--- src/pkg/lcd_pkg.sv ---
/*
  Shared constants, types and decode helpers for the command/address bus decoder.
  Assumes one clock (mclk) on which the CA bus is sampled at each rising edge.
*/
// Functional notes
// - After restart, normal commands only after 2 clocks plus power-down exit delay.
// - Commands take two edges, opcode on first with select high; deselect one cycle.
// - Valid fields driven; self-refresh entry/exit codes; four codes are reserved.
// - Precharge and refresh carry all-bank flag on line 5, bank on second edge.
// - All-bank flag applies operation to every bank, else only the addressed bank.
// - Masked write-1 requires line 5 low and burst length 16 only.
// - Auto-precharge bit schedules precharge of the addressed bank after access.
// - On-the-fly burst bit selects 32 high, 16 low; else driven but unused.
// - Column second half carries C8 and C7..C2; C1:0 zero; writes need C3:2 low.
package lcd_pkg;

  // ==========================================================================
  // Command kinds and decoded operations
  typedef enum logic [3:0] {
    K_NONE = 4'h0, K_MPC  = 4'h1, K_PRE  = 4'h2, K_REF  = 4'h3,
    K_SRE  = 4'h4, K_SRX  = 4'h5, K_WR1  = 4'h6, K_MWR1 = 4'h7,
    K_RD1  = 4'h8, K_CAS2 = 4'h9, K_MRW1 = 4'hA, K_MRW2 = 4'hB,
    K_MRR1 = 4'hC, K_ACT1 = 4'hD, K_ACT2 = 4'hE, K_RSV  = 4'hF
  } lcd_kind_t;

  typedef enum logic [3:0] {
    OP_NONE = 4'h0, OP_MPC = 4'h1, OP_PRE = 4'h2, OP_REF = 4'h3,
    OP_SRE  = 4'h4, OP_SRX = 4'h5, OP_WR  = 4'h6, OP_MWR = 4'h7,
    OP_RD   = 4'h8, OP_MRW = 4'h9, OP_MRR = 4'hA, OP_ACT = 4'hB
  } lcd_op_t;

  // ==========================================================================
  // First-edge codes, CA4..CA0 packed as bits 4..0
  localparam logic [4:0] CODE_MPC  = 5'h00;
  localparam logic [4:0] CODE_PRE  = 5'h10;
  localparam logic [4:0] CODE_REF  = 5'h08;
  localparam logic [4:0] CODE_SRE  = 5'h18;
  localparam logic [4:0] CODE_WR1  = 5'h04;
  localparam logic [4:0] CODE_SRX  = 5'h14;
  localparam logic [4:0] CODE_MWR1 = 5'h0C;
  localparam logic [4:0] CODE_RD1  = 5'h02;
  localparam logic [4:0] CODE_CAS2 = 5'h12;
  localparam logic [4:0] CODE_MRW1 = 5'h06;
  localparam logic [4:0] CODE_MRW2 = 5'h16;
  localparam logic [4:0] CODE_MRR1 = 5'h0E;
  localparam logic [1:0] CODE_ACT1 = 2'h1;
  localparam logic [1:0] CODE_ACT2 = 2'h3;

  // ==========================================================================
  // Field positions on the CA bus
  localparam int CA_FLAG = 5;  // AB, BL, OP7, OP6, C8 on first edge
  localparam int CA_AP   = 5;
  localparam int CA_C9   = 4;
  localparam int CA_R10  = 4;
  localparam int CA_R11  = 5;
  localparam int CA_R12  = 2;
  localparam int CA_R13  = 3;

  // ==========================================================================
  // Restart timing at 125 MHz
  localparam int CLK_PERIOD_PS   = 8000;
  localparam int TXP_MIN_PS      = 7500;
  localparam int TXP_MIN_NCK     = 5;
  localparam int RESTART_NCK     = 2;
  localparam int TXP_PS_CYC      = (TXP_MIN_PS + CLK_PERIOD_PS - 1) / CLK_PERIOD_PS;
  localparam int TXP_CYC         = (TXP_PS_CYC > TXP_MIN_NCK) ? TXP_PS_CYC : TXP_MIN_NCK;
  localparam int RESTART_CYC     = RESTART_NCK + TXP_CYC;

  function automatic lcd_kind_t lcd_classify(input logic [5:0] r1);
    lcd_kind_t k;
    k = K_RSV;
    if (r1[1:0] == CODE_ACT1) begin
      k = K_ACT1;
    end else if (r1[1:0] == CODE_ACT2) begin
      k = K_ACT2;
    end else begin
      case (r1[4:0])
        CODE_MPC:  k = K_MPC;
        CODE_PRE:  k = K_PRE;
        CODE_REF:  k = K_REF;
        CODE_SRE:  k = K_SRE;
        CODE_WR1:  k = K_WR1;
        CODE_SRX:  k = K_SRX;
        CODE_MWR1: k = K_MWR1;
        CODE_RD1:  k = K_RD1;
        CODE_CAS2: k = K_CAS2;
        CODE_MRW1: k = K_MRW1;
        CODE_MRW2: k = K_MRW2;
        CODE_MRR1: k = K_MRR1;
        default:   k = K_RSV;
      endcase
    end
    return k;
  endfunction

endpackage

--- src/pkg/lcd_trk_if.sv ---
/*
  Carrier between the decoder and its pairing tracker.
  Assumes both ends run on the same clock.
*/
`timescale 1ns/1ps
interface lcd_trk_if;
  import lcd_pkg::*;
  logic      step;
  logic      gap;
  logic      accept;
  lcd_kind_t kind;
  lcd_kind_t pend;
  logic      second_ok;
  logic      abandon;

  modport dec (output step, gap, accept, kind, input pend, second_ok, abandon);
  modport trk (input step, gap, accept, kind, output pend, second_ok, abandon);
endinterface // lcd_trk_if

--- src/lcd_decoder.sv ---
/*
  Command/address bus decoder: two-edge capture, field extraction, pairing of halves.
  Assumes cs, cke and ca are synchronous to mclk and clk_restart is a one-cycle pulse.
*/
`timescale 1ns/1ps
module lcd_decoder #(
  parameter int RESTART_CYC = lcd_pkg::RESTART_CYC
) (
  input  wire logic           mclk,
  input  wire logic           arst_n,
  input  wire logic           cke,
  input  wire logic           cs,
  input  wire logic [5:0]     ca,
  input  wire logic           bl_otf_en,
  input  wire logic           bl_fixed32,
  input  wire logic           clk_restart,
  output lcd_pkg::lcd_op_t    cmd,
  output logic                cmd_valid,
  output logic [2:0]          bank,
  output logic                all_banks,
  output logic                auto_pre,
  output logic                burst32,
  output logic [13:0]         row,
  output logic [9:0]          col,
  output logic [5:0]          mr_addr,
  output logic [7:0]          mr_op,
  output logic                illegal,
  output logic                illegal_seen,
  output logic                ready
);
  import lcd_pkg::*;

  localparam int CW = $clog2(RESTART_CYC + 1);

  typedef enum logic {PH_FIRST = 1'b0, PH_SECOND = 1'b1} lcd_phase_t;

  lcd_trk_if trk ();

  lcd_pair_tracker u_trk (
    .mclk   (mclk),
    .arst_n (arst_n),
    .t      (trk)
  );

  lcd_phase_t      state,      next_state;
  logic [5:0]      r1_ca,      next_r1_ca;
  logic [2:0]      hold_bank,  next_hold_bank;
  logic            hold_ap,    next_hold_ap;
  logic            hold_bl,    next_hold_bl;
  logic            hold_c9,    next_hold_c9;
  logic [3:0]      hold_row,   next_hold_row;
  logic [5:0]      hold_ma,    next_hold_ma;
  logic            hold_op7,   next_hold_op7;
  logic [CW-1:0]   rcnt,       next_rcnt;
  lcd_op_t         next_cmd;
  logic            next_cmd_valid;
  logic [2:0]      next_bank;
  logic            next_all_banks;
  logic            next_auto_pre;
  logic            next_burst32;
  logic [13:0]     next_row;
  logic [9:0]      next_col;
  logic [5:0]      next_mr_addr;
  logic [7:0]      next_mr_op;
  logic            next_illegal;
  logic            next_illegal_seen;
  logic            next_ready;
  lcd_kind_t       kind;
  logic            err;

  // ==========================================================================
  // Next-state logic
  always_comb begin
    next_state        = state;
    next_r1_ca        = r1_ca;
    next_hold_bank    = hold_bank;
    next_hold_ap      = hold_ap;
    next_hold_bl      = hold_bl;
    next_hold_c9      = hold_c9;
    next_hold_row     = hold_row;
    next_hold_ma      = hold_ma;
    next_hold_op7     = hold_op7;
    next_cmd          = OP_NONE;
    next_cmd_valid    = 1'h0;
    next_bank         = bank;
    next_all_banks    = all_banks;
    next_auto_pre     = auto_pre;
    next_burst32      = burst32;
    next_row          = row;
    next_col          = col;
    next_mr_addr      = mr_addr;
    next_mr_op        = mr_op;
    kind              = lcd_classify(r1_ca);
    err               = 1'h0;
    trk.step          = 1'h0;
    trk.gap           = 1'h0;
    trk.accept        = 1'h0;
    trk.kind          = kind;

    // Device cannot see the clock stop itself, so the restart is signalled
    if (clk_restart) begin
      next_rcnt = CW'(RESTART_CYC);
    end else if (rcnt != '0) begin
      next_rcnt = rcnt - CW'(1);
    end else begin
      next_rcnt = rcnt;
    end

    case (state)
      PH_FIRST: begin
        if (cke && cs) begin
          next_r1_ca = ca;
          next_state = PH_SECOND;
        end else begin
          trk.gap = 1'h1;
        end
      end
      PH_SECOND: begin
        next_state = PH_FIRST;
        trk.step   = 1'h1;
        // Second edge must see select low and enable high; gated until restart settles
        err = !ready || cs || !cke;
        case (kind)
          K_PRE, K_REF: begin
            if (!err) begin
              next_cmd       = (kind == K_PRE) ? OP_PRE : OP_REF;
              next_all_banks = r1_ca[CA_FLAG];
              next_bank      = r1_ca[CA_FLAG] ? 3'h0 : ca[2:0];
            end
          end
          K_SRE, K_SRX: begin
            next_cmd = (kind == K_SRE) ? OP_SRE : OP_SRX;
          end
          K_MPC: begin
            if (!err) begin
              next_cmd   = OP_MPC;
              next_mr_op = {1'h0, r1_ca[CA_FLAG], ca};
            end
          end
          K_WR1, K_MWR1, K_RD1: begin
            if (kind == K_MWR1 && r1_ca[CA_FLAG]) begin
              err = 1'h1;
            end
            next_hold_bank = ca[2:0];
            next_hold_c9   = ca[CA_C9];
            next_hold_ap   = ca[CA_AP];
            next_hold_bl   = r1_ca[CA_FLAG];
          end
          K_MRR1: begin
            next_hold_ma = ca;
          end
          K_MRW1: begin
            next_hold_ma  = ca;
            next_hold_op7 = r1_ca[CA_FLAG];
          end
          K_ACT1: begin
            next_hold_bank = ca[2:0];
            next_hold_row  = {r1_ca[CA_R13], r1_ca[CA_R12], ca[CA_R11], ca[CA_R10]};
          end
          K_CAS2: begin
            if (!trk.second_ok) begin
              err = 1'h1;
            end else if ((trk.pend == K_WR1 || trk.pend == K_MWR1) && ca[1:0] != 2'h0) begin
              err = 1'h1;
            end else if (!err) begin
              case (trk.pend)
                K_WR1, K_MWR1, K_RD1: begin
                  next_col      = {hold_c9, r1_ca[CA_FLAG], ca, 2'h0};
                  next_cmd      = (trk.pend == K_WR1) ? OP_WR :
                                  (trk.pend == K_MWR1) ? OP_MWR : OP_RD;
                  next_bank     = hold_bank;
                  next_all_banks = 1'h0;
                  next_auto_pre = hold_ap;
                  // Masked writes are fixed at 16
                  next_burst32  = (trk.pend == K_MWR1) ? 1'h0 :
                                  (bl_otf_en ? hold_bl : bl_fixed32);
                end
                K_MRR1: begin
                  next_cmd     = OP_MRR;
                  next_mr_addr = hold_ma;
                end
                default: next_cmd = OP_NONE;
              endcase
            end
          end
          K_ACT2: begin
            if (!trk.second_ok) begin
              err = 1'h1;
            end else if (!err) begin
              next_cmd       = OP_ACT;
              next_bank      = hold_bank;
              next_all_banks = 1'h0;
              next_row       = {hold_row, r1_ca[5:2], ca};
            end
          end
          K_MRW2: begin
            if (!trk.second_ok) begin
              err = 1'h1;
            end else if (!err) begin
              next_cmd     = OP_MRW;
              next_mr_addr = hold_ma;
              next_mr_op   = {hold_op7, r1_ca[CA_FLAG], ca};
            end
          end
          default: begin
            err = 1'h1;
          end
        endcase
        if (err) begin
          next_cmd = OP_NONE;
        end
        trk.accept = !err;
      end
      default: next_state = PH_FIRST;
    endcase

    next_cmd_valid    = (next_cmd != OP_NONE);
    next_illegal      = err || trk.abandon;
    // Sticky until reset: the device needs a full restart after misuse
    next_illegal_seen = illegal_seen || next_illegal;
    next_ready        = (next_rcnt == '0);
  end

  // ==========================================================================
  // Registers
  always_ff @(posedge mclk or negedge arst_n) begin
    if (!arst_n) begin
      state        <= PH_FIRST;
      r1_ca        <= 6'h00;
      hold_bank    <= 3'h0;
      hold_ap      <= 1'h0;
      hold_bl      <= 1'h0;
      hold_c9      <= 1'h0;
      hold_row     <= 4'h0;
      hold_ma      <= 6'h00;
      hold_op7     <= 1'h0;
      rcnt         <= CW'(RESTART_CYC);
      cmd          <= OP_NONE;
      cmd_valid    <= 1'h0;
      bank         <= 3'h0;
      all_banks    <= 1'h0;
      auto_pre     <= 1'h0;
      burst32      <= 1'h0;
      row          <= 14'h0000;
      col          <= 10'h000;
      mr_addr      <= 6'h00;
      mr_op        <= 8'h00;
      illegal      <= 1'h0;
      illegal_seen <= 1'h0;
      ready        <= 1'h0;
    end else begin
      state        <= next_state;
      r1_ca        <= next_r1_ca;
      hold_bank    <= next_hold_bank;
      hold_ap      <= next_hold_ap;
      hold_bl      <= next_hold_bl;
      hold_c9      <= next_hold_c9;
      hold_row     <= next_hold_row;
      hold_ma      <= next_hold_ma;
      hold_op7     <= next_hold_op7;
      rcnt         <= next_rcnt;
      cmd          <= next_cmd;
      cmd_valid    <= next_cmd_valid;
      bank         <= next_bank;
      all_banks    <= next_all_banks;
      auto_pre     <= next_auto_pre;
      burst32      <= next_burst32;
      row          <= next_row;
      col          <= next_col;
      mr_addr      <= next_mr_addr;
      mr_op        <= next_mr_op;
      illegal      <= next_illegal;
      illegal_seen <= next_illegal_seen;
      ready        <= next_ready;
    end
  end

endmodule // lcd_decoder

--- src/lcd_pair_tracker.sv ---
/*
  Remembers the last first-half command and judges whether the next one pairs.
  Assumes step marks a second-edge cycle and gap marks a deselect cycle.
*/
`timescale 1ns/1ps
module lcd_pair_tracker (
  input wire logic mclk,
  input wire logic arst_n,
  lcd_trk_if.trk   t
);
  import lcd_pkg::*;

  lcd_kind_t pend;
  lcd_kind_t next_pend;

  function automatic logic is_first(input lcd_kind_t k);
    return (k == K_WR1) || (k == K_MWR1) || (k == K_RD1) || (k == K_MRR1) ||
           (k == K_ACT1) || (k == K_MRW1) || (k == K_MPC);
  endfunction

  // ==========================================================================
  // Pairing
  function automatic logic pairs(input lcd_kind_t p, input lcd_kind_t k);
    case (k)
      K_CAS2:  return (p == K_WR1) || (p == K_MWR1) || (p == K_RD1) ||
                      (p == K_MRR1) || (p == K_MPC);
      K_ACT2:  return p == K_ACT1;
      K_MRW2:  return p == K_MRW1;
      default: return 1'h0;
    endcase
  endfunction

  // Multi-purpose may stand alone, so only the others can be abandoned
  assign t.second_ok = pairs(pend, t.kind);
  assign t.abandon   = (pend != K_NONE) && (pend != K_MPC) &&
                       (t.gap || (t.step && !pairs(pend, t.kind)));
  assign t.pend      = pend;

  always_comb begin
    next_pend = pend;
    if (t.step) begin
      next_pend = (t.accept && is_first(t.kind)) ? t.kind : K_NONE;
    end else if (t.gap) begin
      next_pend = K_NONE;
    end
  end

  always_ff @(posedge mclk or negedge arst_n) begin
    if (!arst_n) begin
      pend <= K_NONE;
    end else begin
      pend <= next_pend;
    end
  end

endmodule // lcd_pair_tracker

--- config.mk ---
export PLATFORM = sky130hd
export DESIGN_NAME = lcd_decoder
export DESIGN_NICKNAME = d
export VERILOG_FILES = /design/src/pkg/lcd_pkg.sv /design/src/pkg/lcd_trk_if.sv /design/src/lcd_decoder.sv /design/src/lcd_pair_tracker.sv
export SDC_FILE = /design/constraint.sdc
export NUM_CORES = 1
export LEC_CHECK = 0
export BUFFER_PORTS_ARGS = -buffer_cell sky130_fd_sc_hd__buf_2
export CORE_MARGIN = 3
export CORE_UTILIZATION = 55
export DETAILED_ROUTE_END_ITERATION = 7
export GPL_TIMING_DRIVEN = 1
export PLACE_DENSITY = 0.79
export SYNTH_ARGS = -nofsm -noshare
export SYNTH_HDL_FRONTEND = slang
export SYNTH_SLANG_ARGS = --single-unit
--- constraint.sdc ---
create_clock -name mclk -period 2.89 [get_ports mclk]
set_input_delay 0.1445 -clock mclk [delete_from_list [all_inputs] [get_ports mclk]]
set_output_delay 0.1445 -clock mclk [all_outputs]
set_load 0.01 [all_outputs]
==> results of run 1 <==
[state kept, by name, indices dropped and copies added (netlist names), 3 cells and up]
register and flops:
cmd 4, u_trk.t.pend 4, hold_bank 3, hold_row 4, col 8, mr_op 8
r1_ca 6, row 14, rcnt 3, mr_addr 6, hold_ma 6, bank 3
[cells in the mapped netlist, types with 2 or more instances]
library cell	number
inv_1	15
o211ai_1	2
a21oi_1	9
ha_1	3
xor2_1	2
a31oi_1	3
nor3b_1	2
nand3b_1	2
and3_1	3
mux2_2	54
a311oi_1	2
a211oi_1	2
and4_1	2
nand2_1	31
nor2b_1	3
or2_2	6
nor2_1	14
a41oi_1	2
o32ai_1	2
o22ai_1	2
dfrtp_1	78
nor4_1	3
buf_4	3
or3b_1	3
nand2b_1	5
buf_2	2
clkbuf_1	11
mux2i_1	2
nor3_1	6
o21ai_0	25
dfstp_2	3
nand3_1	7
o31ai_1	2
[kinds of logic (layout without fill, tap and decap cells)]
group / Yosys count / after routing
muxes: 56 / 56
adders and majority gates: 3 / 3
other: 1 / 2
DFF: 81 / 81
xor gates and xnor gates: 3 / 3
buffers and inverters: 33 / 103
and+or+nand+nor: 94 / 94
AOI/OAI and AO/OA: 65 / 65
[power groups by stage]
stage | Clock, mW | Combinational, mW | Sequential (mW)
2_1_floorplan | 0 | 0.280 | 1.32
3_3_place_gp | 0 | 0.357 | 1.36
3_5_place_dp | 0 | 0.366 | 1.37
4_1_cts | 0.958 | 0.370 | 1.35
5_1_grt | 1.00 | 0.418 | 1.37
6_report | 0.940 | 0.368 | 1.35
[layer usage]
layer  vias up  GRT usage, %  routed length (µm)
met5         -             0                   0
met4         0          6.50                  97
met3        10          5.90                 492
met2        94          40.5                4400
met1      1375          34.1                4090
li1       1325             -                   -
[how the worst min path moves through the flow]
stage | from | endpoint | slack [ns] | cells after the start
5_1_grt | clk_restart | rcnt[0] | 0.03 | 2
3_3_place_gp | arst_n | cmd[2] | 0.36 | 1
2_1_floorplan | arst_n | all_banks | -0.15 | 0
3_5_place_dp | arst_n | cmd[1] | 0.36 | 1
6_report | clk_restart | rcnt[0] | 0.03 | 2
4_1_cts | clk_restart | rcnt[0] | 0.01 | 2
[stage by stage]
stage               std cells  power (mW)  area, µm²  hold slack, ns  utilization [%]
floorplan                 337        1.60       3830          -0.151                -
global placement          467        1.71       4220           0.363             64.7
detailed placement        467        1.73       4220           0.364             64.7
CTS                       484        2.67       4460          0.0136             68.3
global route              484        2.79       4460          0.0341             68.3
finish                    484        2.66       4460          0.0252             68.3
[final cells by class]
| type | count | share of cell area (%) |
|---|---|---|
| timing repair buffer | 72 | 8.75 |
| clock buffer | 9 | 2.78 |
| clock inverter | 7 | 2.30 |
| inverter | 15 | 1.26 |
| multi-input combinational | 223 | 37.2 |
| sequential | 81 | 45.5 |
| tap | 77 | 2.16 |
[worst register-to-register path, cell delays in order (launching register included)]
cell,delay [ns]
dfrtp_1,0.52
or3b_1,0.61
nor2_4,0.31
nand3_4,0.15
a311oi_4,0.52
mux2_2,0.40
==> flow_metrics.env, run 1 <==
export IMPL_status="completed"
export IMPL_clock_sinks=81
export IMPL_cp_num_cells=5
export IMPL_cts_root_buf="clkbuf_8"
export IMPL_hpwl_um=6410
export IMPL_critical_path_top_delay_family="simple AND/OR/NAND/NOR gates"
export IMPL_fill_cells=533
export IMPL_synthAdderAreaFrac_pct=0.980
export IMPL_async_flop_share_pct=100
export IMPL_syn_inst=336
export IMPL_fin_nets=418
export IMPL_seq_area_frac_synth_pct=53.0
export IMPL_gp_congestion=0.907
export IMPL_cts_buffers=9
export IMPL_synth_cell_type_count=58
export IMPL_viasPerCell=5.79
export IMPL_cts_tree="built"
export IMPL_cap_violations=0
export IMPL_hold_viol=0
export IMPL_maxSlewViolCount=0
export IMPL_ir_drop_uv=433
export IMPL_ys_flop_type="dfrtp_1"
export IMPL_crit_type="flip-flop to flip-flop"
export IMPL_synthesis_area_mm2=0.00383
export IMPL_grt_start_max_net_pins=82
export IMPL_startpoint_type="flip-flop"
export IMPL_post_cts_resized=0
export IMPL_reg2reg_from="r1_ca[0]"
export IMPL_vias=2804
export IMPL_antenna_found_initial=0
export IMPL_dpl_worst_slack_ns=0.316
export IMPL_power_switching_mw=0.745
export IMPL_grt_usage_pct=25.0
export IMPL_grt_overflow_total=0
export IMPL_grt_pass1_vias=2879
export IMPL_synth_compound_area_share_pct=11.7
export IMPL_antennaDiodeCount=0
export IMPL_ctsHoldBuffers=1
export IMPL_synth_top_cell_by_area="dfrtp_1"
export IMPL_antenna_left=0
export IMPL_pwr_share_comb_pct=13.9
export IMPL_post_route_drc_count=0
export IMPL_cts_buffer_depth=2
export IMPL_wl_um=9080
export IMPL_tns_ns=0
export IMPL_portBuffers=62
export IMPL_synth_top_area_share_pct=50.9
export IMPL_final_cell_mix="78 x dfrtp_1, 61 x buf_2, 54 x mux2_2"
export IMPL_start_util_pct=58.7
export IMPL_skew_ns=0.00935
export IMPL_clk_latency_ns=0.35
export IMPL_worstPathArrival_ns=2.84
export IMPL_crit_required_ns=3.13
export IMPL_area_growth_pct=16.4
export IMPL_ff2ff_path_depth=5
export IMPL_r2r_end="mr_addr[2]"
export IMPL_cpPeakStageDelay_ns=0.61
export IMPL_layout_drive_gt1_share_pct=38.8
export IMPL_tightest_slew_ns=0.989
export IMPL_dieArea_mm2=0.00800
export IMPL_mostFrequentLayoutCell="dfrtp_1"
export IMPL_leakagePower_nw=2.23
export IMPL_cts_setup_buffers=0
export IMPL_slew_headroom_pct=34.1
export IMPL_htree_num_levels=3
export IMPL_multiInputGateArea_mm2=0.00166
export IMPL_wl_per_cell_um=18.8
export IMPL_synth_seq_cells=81
export IMPL_worstSetupStartpoint="r1_ca[0]"
export IMPL_postSynthAreaPerCell_um2=11.4
export IMPL_synth_area_top_cells="dfrtp_1 51%, mux2_2 16%, o21ai_0 3.3%"
export IMPL_synth_edf_count=0
export IMPL_setup_viol=0
export IMPL_intPower_mw=1.91
export IMPL_crit_buf_inv=0
export IMPL_regArea_mm2=0.00203
export IMPL_fin_crit_ns=2.60
export IMPL_min_path_type="primary input to flip-flop"
export IMPL_pwr_density_cell_mw_per_mm2=595
export IMPL_rsz0062_at_grt="false"
export IMPL_row_count=29
export IMPL_yosys_area_share_simple_pct=13.3
export IMPL_drtIter0Drc=134
export IMPL_cp_slowest_cell="or3b_1"
export IMPL_dieWidth_um=89.5
export IMPL_p_clk_share_pct=35.4
export IMPL_die_h_um=89.5
export IMPL_critical_path_max_fanout=15
export IMPL_critPathCapture="mr_addr[2]"
export IMPL_dr_pass1_iters=4
export IMPL_io_pins=65
export IMPL_yosys_area_share_xor_xnor_pct=0.686
export IMPL_fin_ws_ns=0.293
export IMPL_clock_fmax_ghz=0.385
export IMPL_worstPathCellList="or3b_1 > nor2_4 > nand3_4 > a311oi_4 > mux2_2"
export IMPL_post_route_period_util_pct=89.9
export IMPL_netSwitchingFraction_pct=28.1
export IMPL_grt_pass1_wl_um=14800
export IMPL_core_area_mm2=0.00653
export IMPL_clk_pin_slew_ns=0.09
export IMPL_rrSetupSlack_ns=0.29
export IMPL_synthMuxAreaShare_pct=16.4
export IMPL_synth_top_family_by_area="multiplexers"
export IMPL_p_seq_share_pct=50.7
export IMPL_cp_end_kind="flip-flop"
export IMPL_synth_warnings=0
Note: power is estimated with default switching activity, not from simulation.
==> run 2: changes to the inputs <==
--- a/config.mk
+++ b/config.mk
@@ -7,10 +7,10 @@
 export LEC_CHECK = 0
 export BUFFER_PORTS_ARGS = -buffer_cell sky130_fd_sc_hd__buf_2
 export CORE_MARGIN = 3
-export CORE_UTILIZATION = 55
+export CORE_UTILIZATION = 35
 export DETAILED_ROUTE_END_ITERATION = 7
 export GPL_TIMING_DRIVEN = 1
-export PLACE_DENSITY = 0.79
+export PLACE_DENSITY = 0.55
 export SYNTH_ARGS = -nofsm -noshare
 export SYNTH_HDL_FRONTEND = slang
 export SYNTH_SLANG_ARGS = --single-unit
==> run 2 against run 1 <==
Net effect: via count decreased by 0.64%; combinational power increased by 5%; critical path type unchanged; utilization decreased by 25 points; first-iteration DRC count increased by 41%; hold slack improved by 0.071 ns; final cell count increased by 12%; cell area increased by 0.67%; setup slack improved by 0.096 ns; non-clock buffer count decreased by 1; largest cell class unchanged; fmax increased by 3.9%; register-to-register slack improved by 0.096 ns.
==> flow_metrics.env, run 2 (same netlist as run 1, synthesis figures left out) <==
export IMPL_regMostFlops="row"
export IMPL_viasPerCell=5.14
export IMPL_status="completed"
export IMPL_leakagePower_nw=2.21
export IMPL_cp_num_cells=5
export IMPL_dr_pass1_iters=4
export IMPL_critical_path_top_delay_family="simple AND/OR/NAND/NOR gates"
export IMPL_mostFrequentLayoutCell="dfrtp_1"
export IMPL_crit_type="flip-flop to flip-flop"
export IMPL_maxSlewViolCount=0
export IMPL_tightest_slew_ns=1.01
export IMPL_antenna_found_initial=0
export IMPL_post_cts_resized=0
export IMPL_dieWidth_um=111
export IMPL_hold_viol=0
export IMPL_cp_slowest_cell="or3b_1"
export IMPL_min_path_type="primary input to flip-flop"
export IMPL_grt_usage_pct=15.4
export IMPL_regArea_mm2=0.00203
export IMPL_io_pins=65
export IMPL_vias=2786
export IMPL_fin_crit_ns=2.50
export IMPL_row_count=37
export IMPL_p_total_mw=2.51
export IMPL_grt_pass1_wl_um=15200
export IMPL_area_growth_pct=17.2
export IMPL_worstSetupStartpoint="r1_ca[0]"
export IMPL_tns_ns=0
export IMPL_clock_sinks=81
export IMPL_fin_nets=417
export IMPL_wl_um=9200
export IMPL_min_delay_path_depth=3
export IMPL_cap_violations=0
export IMPL_worstPathArrival_ns=2.74
export IMPL_cpPeakStageDelay_ns=0.60
export IMPL_startpoint_type="flip-flop"
export IMPL_cts_root_buf="clkbuf_8"
export IMPL_final_util_pct=42.9
export IMPL_post_route_period_util_pct=86.5
export IMPL_layout_drive_gt1_share_pct=38.4
export IMPL_portBuffers=62
export IMPL_antenna_left=0
export IMPL_grt_overflow_total=0
export IMPL_cts_tree="built"
export IMPL_core_area_mm2=0.0105
export IMPL_ir_drop_uv=354
export IMPL_critPathCapture="mr_addr[2]"
export IMPL_rrSetupSlack_ns=0.39
export IMPL_skew_ns=0.00842
export IMPL_grt_pass1_vias=2790
export IMPL_largest_register_ffs=14
export IMPL_worstPathCellList="or3b_1 > nor2_4 > nand3_4 > a311oi_4 > mux2_2"
export IMPL_final_cells=542
export IMPL_wl_per_cell_um=17.0
export IMPL_cts_buffer_depth=2
export IMPL_antennaDiodeCount=0
export IMPL_cts_setup_buffers=0
export IMPL_pwr_density_cell_mw_per_mm2=560
export IMPL_cts_buffers=9
export IMPL_clk_latency_ns=0.36
export IMPL_multiInputGateArea_mm2=0.00166
export IMPL_rsz0062_at_grt="false"
export IMPL_crit_buf_inv=0
export IMPL_grt_start_max_net_pins=82
export IMPL_setup_viol=0
export IMPL_dieArea_mm2=0.0122
export IMPL_whs_ns=0.0965
export IMPL_clk_pin_slew_ns=0.09
export IMPL_htree_num_levels=3
export IMPL_drtIter0Drc=189
export IMPL_gp_congestion=0.890
export IMPL_placed_cells=524
export IMPL_reg2reg_from="r1_ca[0]"
export IMPL_start_util_pct=36.6
export IMPL_critical_path_max_fanout=9
export IMPL_hold_start="ca[3]"
export IMPL_ff2ff_path_depth=5
export IMPL_final_cell_mix="78 x dfrtp_1, 61 x buf_2, 54 x mux2_2"
export IMPL_fill_cells=1054
export IMPL_top_regs="row: 14 flops, col: 8 flops, mr_op: 8 flops"
export IMPL_crit_required_ns=3.13
export IMPL_post_route_drc_count=0
export IMPL_slew_headroom_pct=32.9
export IMPL_die_h_um=111
export IMPL_cp_end_kind="flip-flop"
export IMPL_r2r_end="mr_addr[2]"
export IMPL_hpwl_um=6520
export IMPL_clock_fmax_ghz=0.400
==> run 2: worst min-delay path: cells and delay by family <==
| kind | cells | cell delay [ns] |
|---|---|---|
| simple gates | 1 | 0.06 |
| buf+inv | 1 | 0.15 |
| compound gates | 1 | 0.07 |
==> run 2: layout make-up <==
cell class / instances / share of cell area, %
Clock buffer: 10 / 3.07
Tap cell: 136 / 3.79
Inverter: 15 / 1.25
Timing Repair Buffer: 71 / 8.58
Sequential cell: 81 / 45.2
Multi-Input combinational cell: 223 / 37.0
Clock inverter: 6 / 1.11
==> run 2: per-layer routing <==
metal	track usage [%]	part of all wire, %	vias to the layer above
li1	-	-	1324
met1	21.6	46	1362
met2	23.3	46	84
met3	4.16	6.0	16
met4	4.93	1.8	0
met5	0	0	-
==> run 2: per-stage QoR <==
step | cell area, µm² | worst slack, ns
floorplan | 3830 | 0.708
global placement | 4280 | 0.425
detailed placement | 4280 | 0.401
CTS | 4490 | 0.386
global route | 4490 | 0.142
finish | 4490 | 0.389
==> run 2: worst min-delay path by stage <==
stage,end,slack (ns)
6_report,r1_ca[3],0.1
5_1_grt,r1_ca[3],0.09
4_1_cts,r1_ca[3],0.08
3_5_place_dp,rcnt[0],0.37
3_3_place_gp,rcnt[0],0.37
2_1_floorplan,all_banks,-0.15
==> run 2: power breakdown <==
| group | leakage (nW) | switching (mW) | total (mW) | internal [mW] |
|---|---|---|---|---|
| clock network | 0.0952 | 0.446 | 0.794 | 0.348 |
| registers | 1.06 | 0.0818 | 1.33 | 1.25 |
| logic | 1.05 | 0.222 | 0.385 | 0.162 |
| total | 2.21 | 0.750 | 2.51 | 1.76 |
==> run 2: timing repair <==
item | CTS | global route
hold endpoints to repair | 36 | 0
hold buffers | 2 | 0
endpoints found under the setup margin | 0 | 0
==> run 3: changes to the inputs <==
--- a/config.mk
+++ b/config.mk
@@ -6,6 +6,7 @@
 export NUM_CORES = 1
 export LEC_CHECK = 0
 export BUFFER_PORTS_ARGS = -buffer_cell sky130_fd_sc_hd__buf_2
+export CORE_ASPECT_RATIO = 1.25
 export CORE_MARGIN = 3
 export CORE_UTILIZATION = 35
 export DETAILED_ROUTE_END_ITERATION = 7
==> run 3 against run 2 <==
Net effect: clock power rose by 56%; register-to-register slack got worse by 0.07 ns; utilization rose by 0.69 points; highest routed layer unchanged; first-iteration DRC count rose by 2.6%; largest cell class unchanged; the run now ends with negative hold slack left; via count fell by 0.25%; non-clock buffer count rose by 1; combinational power barely moved; largest power group unchanged; cell area rose by 3.1%.
==> flow_metrics.env, run 3 (same netlist as run 1, synthesis figures left out) <==
export IMPL_antenna_left=0
export IMPL_final_cell_mix="78 x dfrtp_1, 61 x buf_2, 54 x mux2_2"
export IMPL_vias=2779
export IMPL_skew_ns=0.00663
export IMPL_die_h_um=123
export IMPL_cts_tree="built"
export IMPL_post_route_period_util_pct=88.8
export IMPL_hold_viol=33
export IMPL_cp_num_cells=5
export IMPL_power_switching_mw=0.758
export IMPL_tightest_slew_ns=1.00
export IMPL_dieArea_mm2=0.0122
export IMPL_grt_overflow_total=0
export IMPL_layout_drive_gt1_share_pct=38.8
export IMPL_wl_um=9450
export IMPL_cts_buffer_depth=2
export IMPL_start_util_pct=36.1
export IMPL_leakagePower_nw=2.28
export IMPL_fin_crit_ns=2.57
export IMPL_crit_type="flip-flop to flip-flop"
export IMPL_wl_per_cell_um=17.5
export IMPL_netSwitchingFraction_pct=25.5
export IMPL_rsz0062_at_grt="false"
export IMPL_min_path_type="primary input to asynchronous set/reset pin"
export IMPL_tns_ns=0
export IMPL_cap_violations=0
export IMPL_grt_start_max_net_pins=82
export IMPL_viasPerCell=5.16
export IMPL_pwr_density_cell_mw_per_mm2=641
export IMPL_cts_buffers=9
export IMPL_violations="negative hold slack"
export IMPL_row_count=42
export IMPL_top_regs="row: 14 flops, col: 8 flops, mr_op: 8 flops"
export IMPL_p_clk_share_pct=41.9
export IMPL_crit_buf_inv=0
export IMPL_setup_viol=0
export IMPL_mostFrequentLayoutCell="dfrtp_1"
export IMPL_maxSlewViolCount=0
export IMPL_clock_sinks=81
export IMPL_crit_required_ns=3.11
export IMPL_fill_cells=1043
export IMPL_antennaDiodeCount=0
export IMPL_worstPathArrival_ns=2.78
export IMPL_final_util_pct=43.6
export IMPL_startpoint_type="flip-flop"
export IMPL_cts_root_buf="clkbuf_16"
export IMPL_pwr_share_comb_pct=13.0
export IMPL_ff2ff_path_depth=5
export IMPL_htree_num_levels=3
export IMPL_portBuffers=62
export IMPL_grt_usage_pct=16.2
export IMPL_clk_pin_slew_ns=0.06
export IMPL_status="finished, violations left"
export IMPL_p_seq_share_pct=45.1
export IMPL_core_area_mm2=0.0106
export IMPL_cp_slowest_cell="or3b_1"
export IMPL_dr_pass1_iters=4
export IMPL_worstPathCellList="or3b_1 > nor4_1 > a41oi_1 > a311oi_4 > mux2_2"
export IMPL_post_route_drc_count=0
export IMPL_cp_end_kind="flip-flop"
export IMPL_grt_pass1_vias=2760
export IMPL_critical_path_top_delay_family="simple AND/OR/NAND/NOR gates"
export IMPL_whs_ns=-0.0281
export IMPL_area_growth_pct=20.8
export IMPL_cts_setup_buffers=0
export IMPL_clk_latency_ns=0.33
export IMPL_fin_nets=418
export IMPL_ir_drop_uv=393
export IMPL_antenna_found_initial=0
export IMPL_slew_headroom_pct=33.1
export IMPL_gp_congestion=0.868
export IMPL_dieWidth_um=99.6
export IMPL_hpwl_um=6930
export IMPL_drtIter0Drc=194
export IMPL_intPower_mw=2.21
export IMPL_critical_path_max_fanout=9
export IMPL_cpPeakStageDelay_ns=0.59
export IMPL_regMostFlops="row"
export IMPL_io_pins=65
export IMPL_post_cts_resized=0
export IMPL_clock_fmax_ghz=0.390
export IMPL_ctsHoldBuffers=0
export IMPL_largest_register_ffs=14
export IMPL_grt_pass1_wl_um=15100
## run 3: changes by cell type in the layout (fill, tap and decap cells not counted), sizes merged
cell / delta
clkbuf: +1
clkinvlp: -1
inv: -1
buf: +3
bufinv: +2
clkinv: -1
dlygate4sd3: -2
## run 3: metal layers
metal | share of wire (%) | GRT usage, % | vias up
li1 | - | - | 1330
met1 | 43 | 20.9 | 1375
met2 | 51 | 26.6 | 62
met3 | 4.1 | 3.50 | 12
met4 | 1.9 | 6.32 | 0
met5 | 0 | 0 | -
## run 3: power groups by stage
| stage | registers [mW] | logic [mW] | clock network (mW) |
|---|---|---|---|
| global placement | 1.35 | 0.384 | 0 |
| CTS | 1.34 | 0.390 | 1.28 |
| finish | 1.34 | 0.386 | 1.24 |
| floorplan | 1.32 | 0.280 | 0 |
| global route | 1.35 | 0.437 | 1.33 |
| detailed placement | 1.36 | 0.388 | 0 |
## run 3: final timing paths
kind | startpoint | to | slack, ns
max | r1_ca[0] | mr_addr[5] | 0.32
min | arst_n | row[10] | -0.03
max reg2reg | r1_ca[0] | mr_addr[5] | 0.32
min reg2reg | hold_row[3] | hold_row[3] | 0.48
max in group asynchronous | arst_n | all_banks | 2.26
min in group mclk | clk_restart | rcnt[0] | 0.04
## run 3: metrics by stage
stage,hold WS (ns),instances,cell area (µm²),worst slack (ns),power [mW]
final,-0.0281,539,4630,0.324,2.97
after global routing,0.0504,539,4630,0.173,3.12
after CTS,0.0196,539,4630,0.350,3.01
after detailed placement,0.383,523,4300,0.362,1.75
after global placement,0.367,523,4300,0.357,1.74
after floorplan,-0.151,337,3830,0.708,1.60
## run 3: layout make-up
type / count / area [µm²] / area share, %
clock buffer: 11 / 243 / 5.24
clock inverter: 5 / 86.3 / 1.87
inverter: 15 / 56.3 / 1.22
multi-input combinational: 223 / 1660 / 35.8
sequential: 81 / 2030 / 43.9
tap: 132 / 165 / 3.57
timing repair buffer: 72 / 388 / 8.38
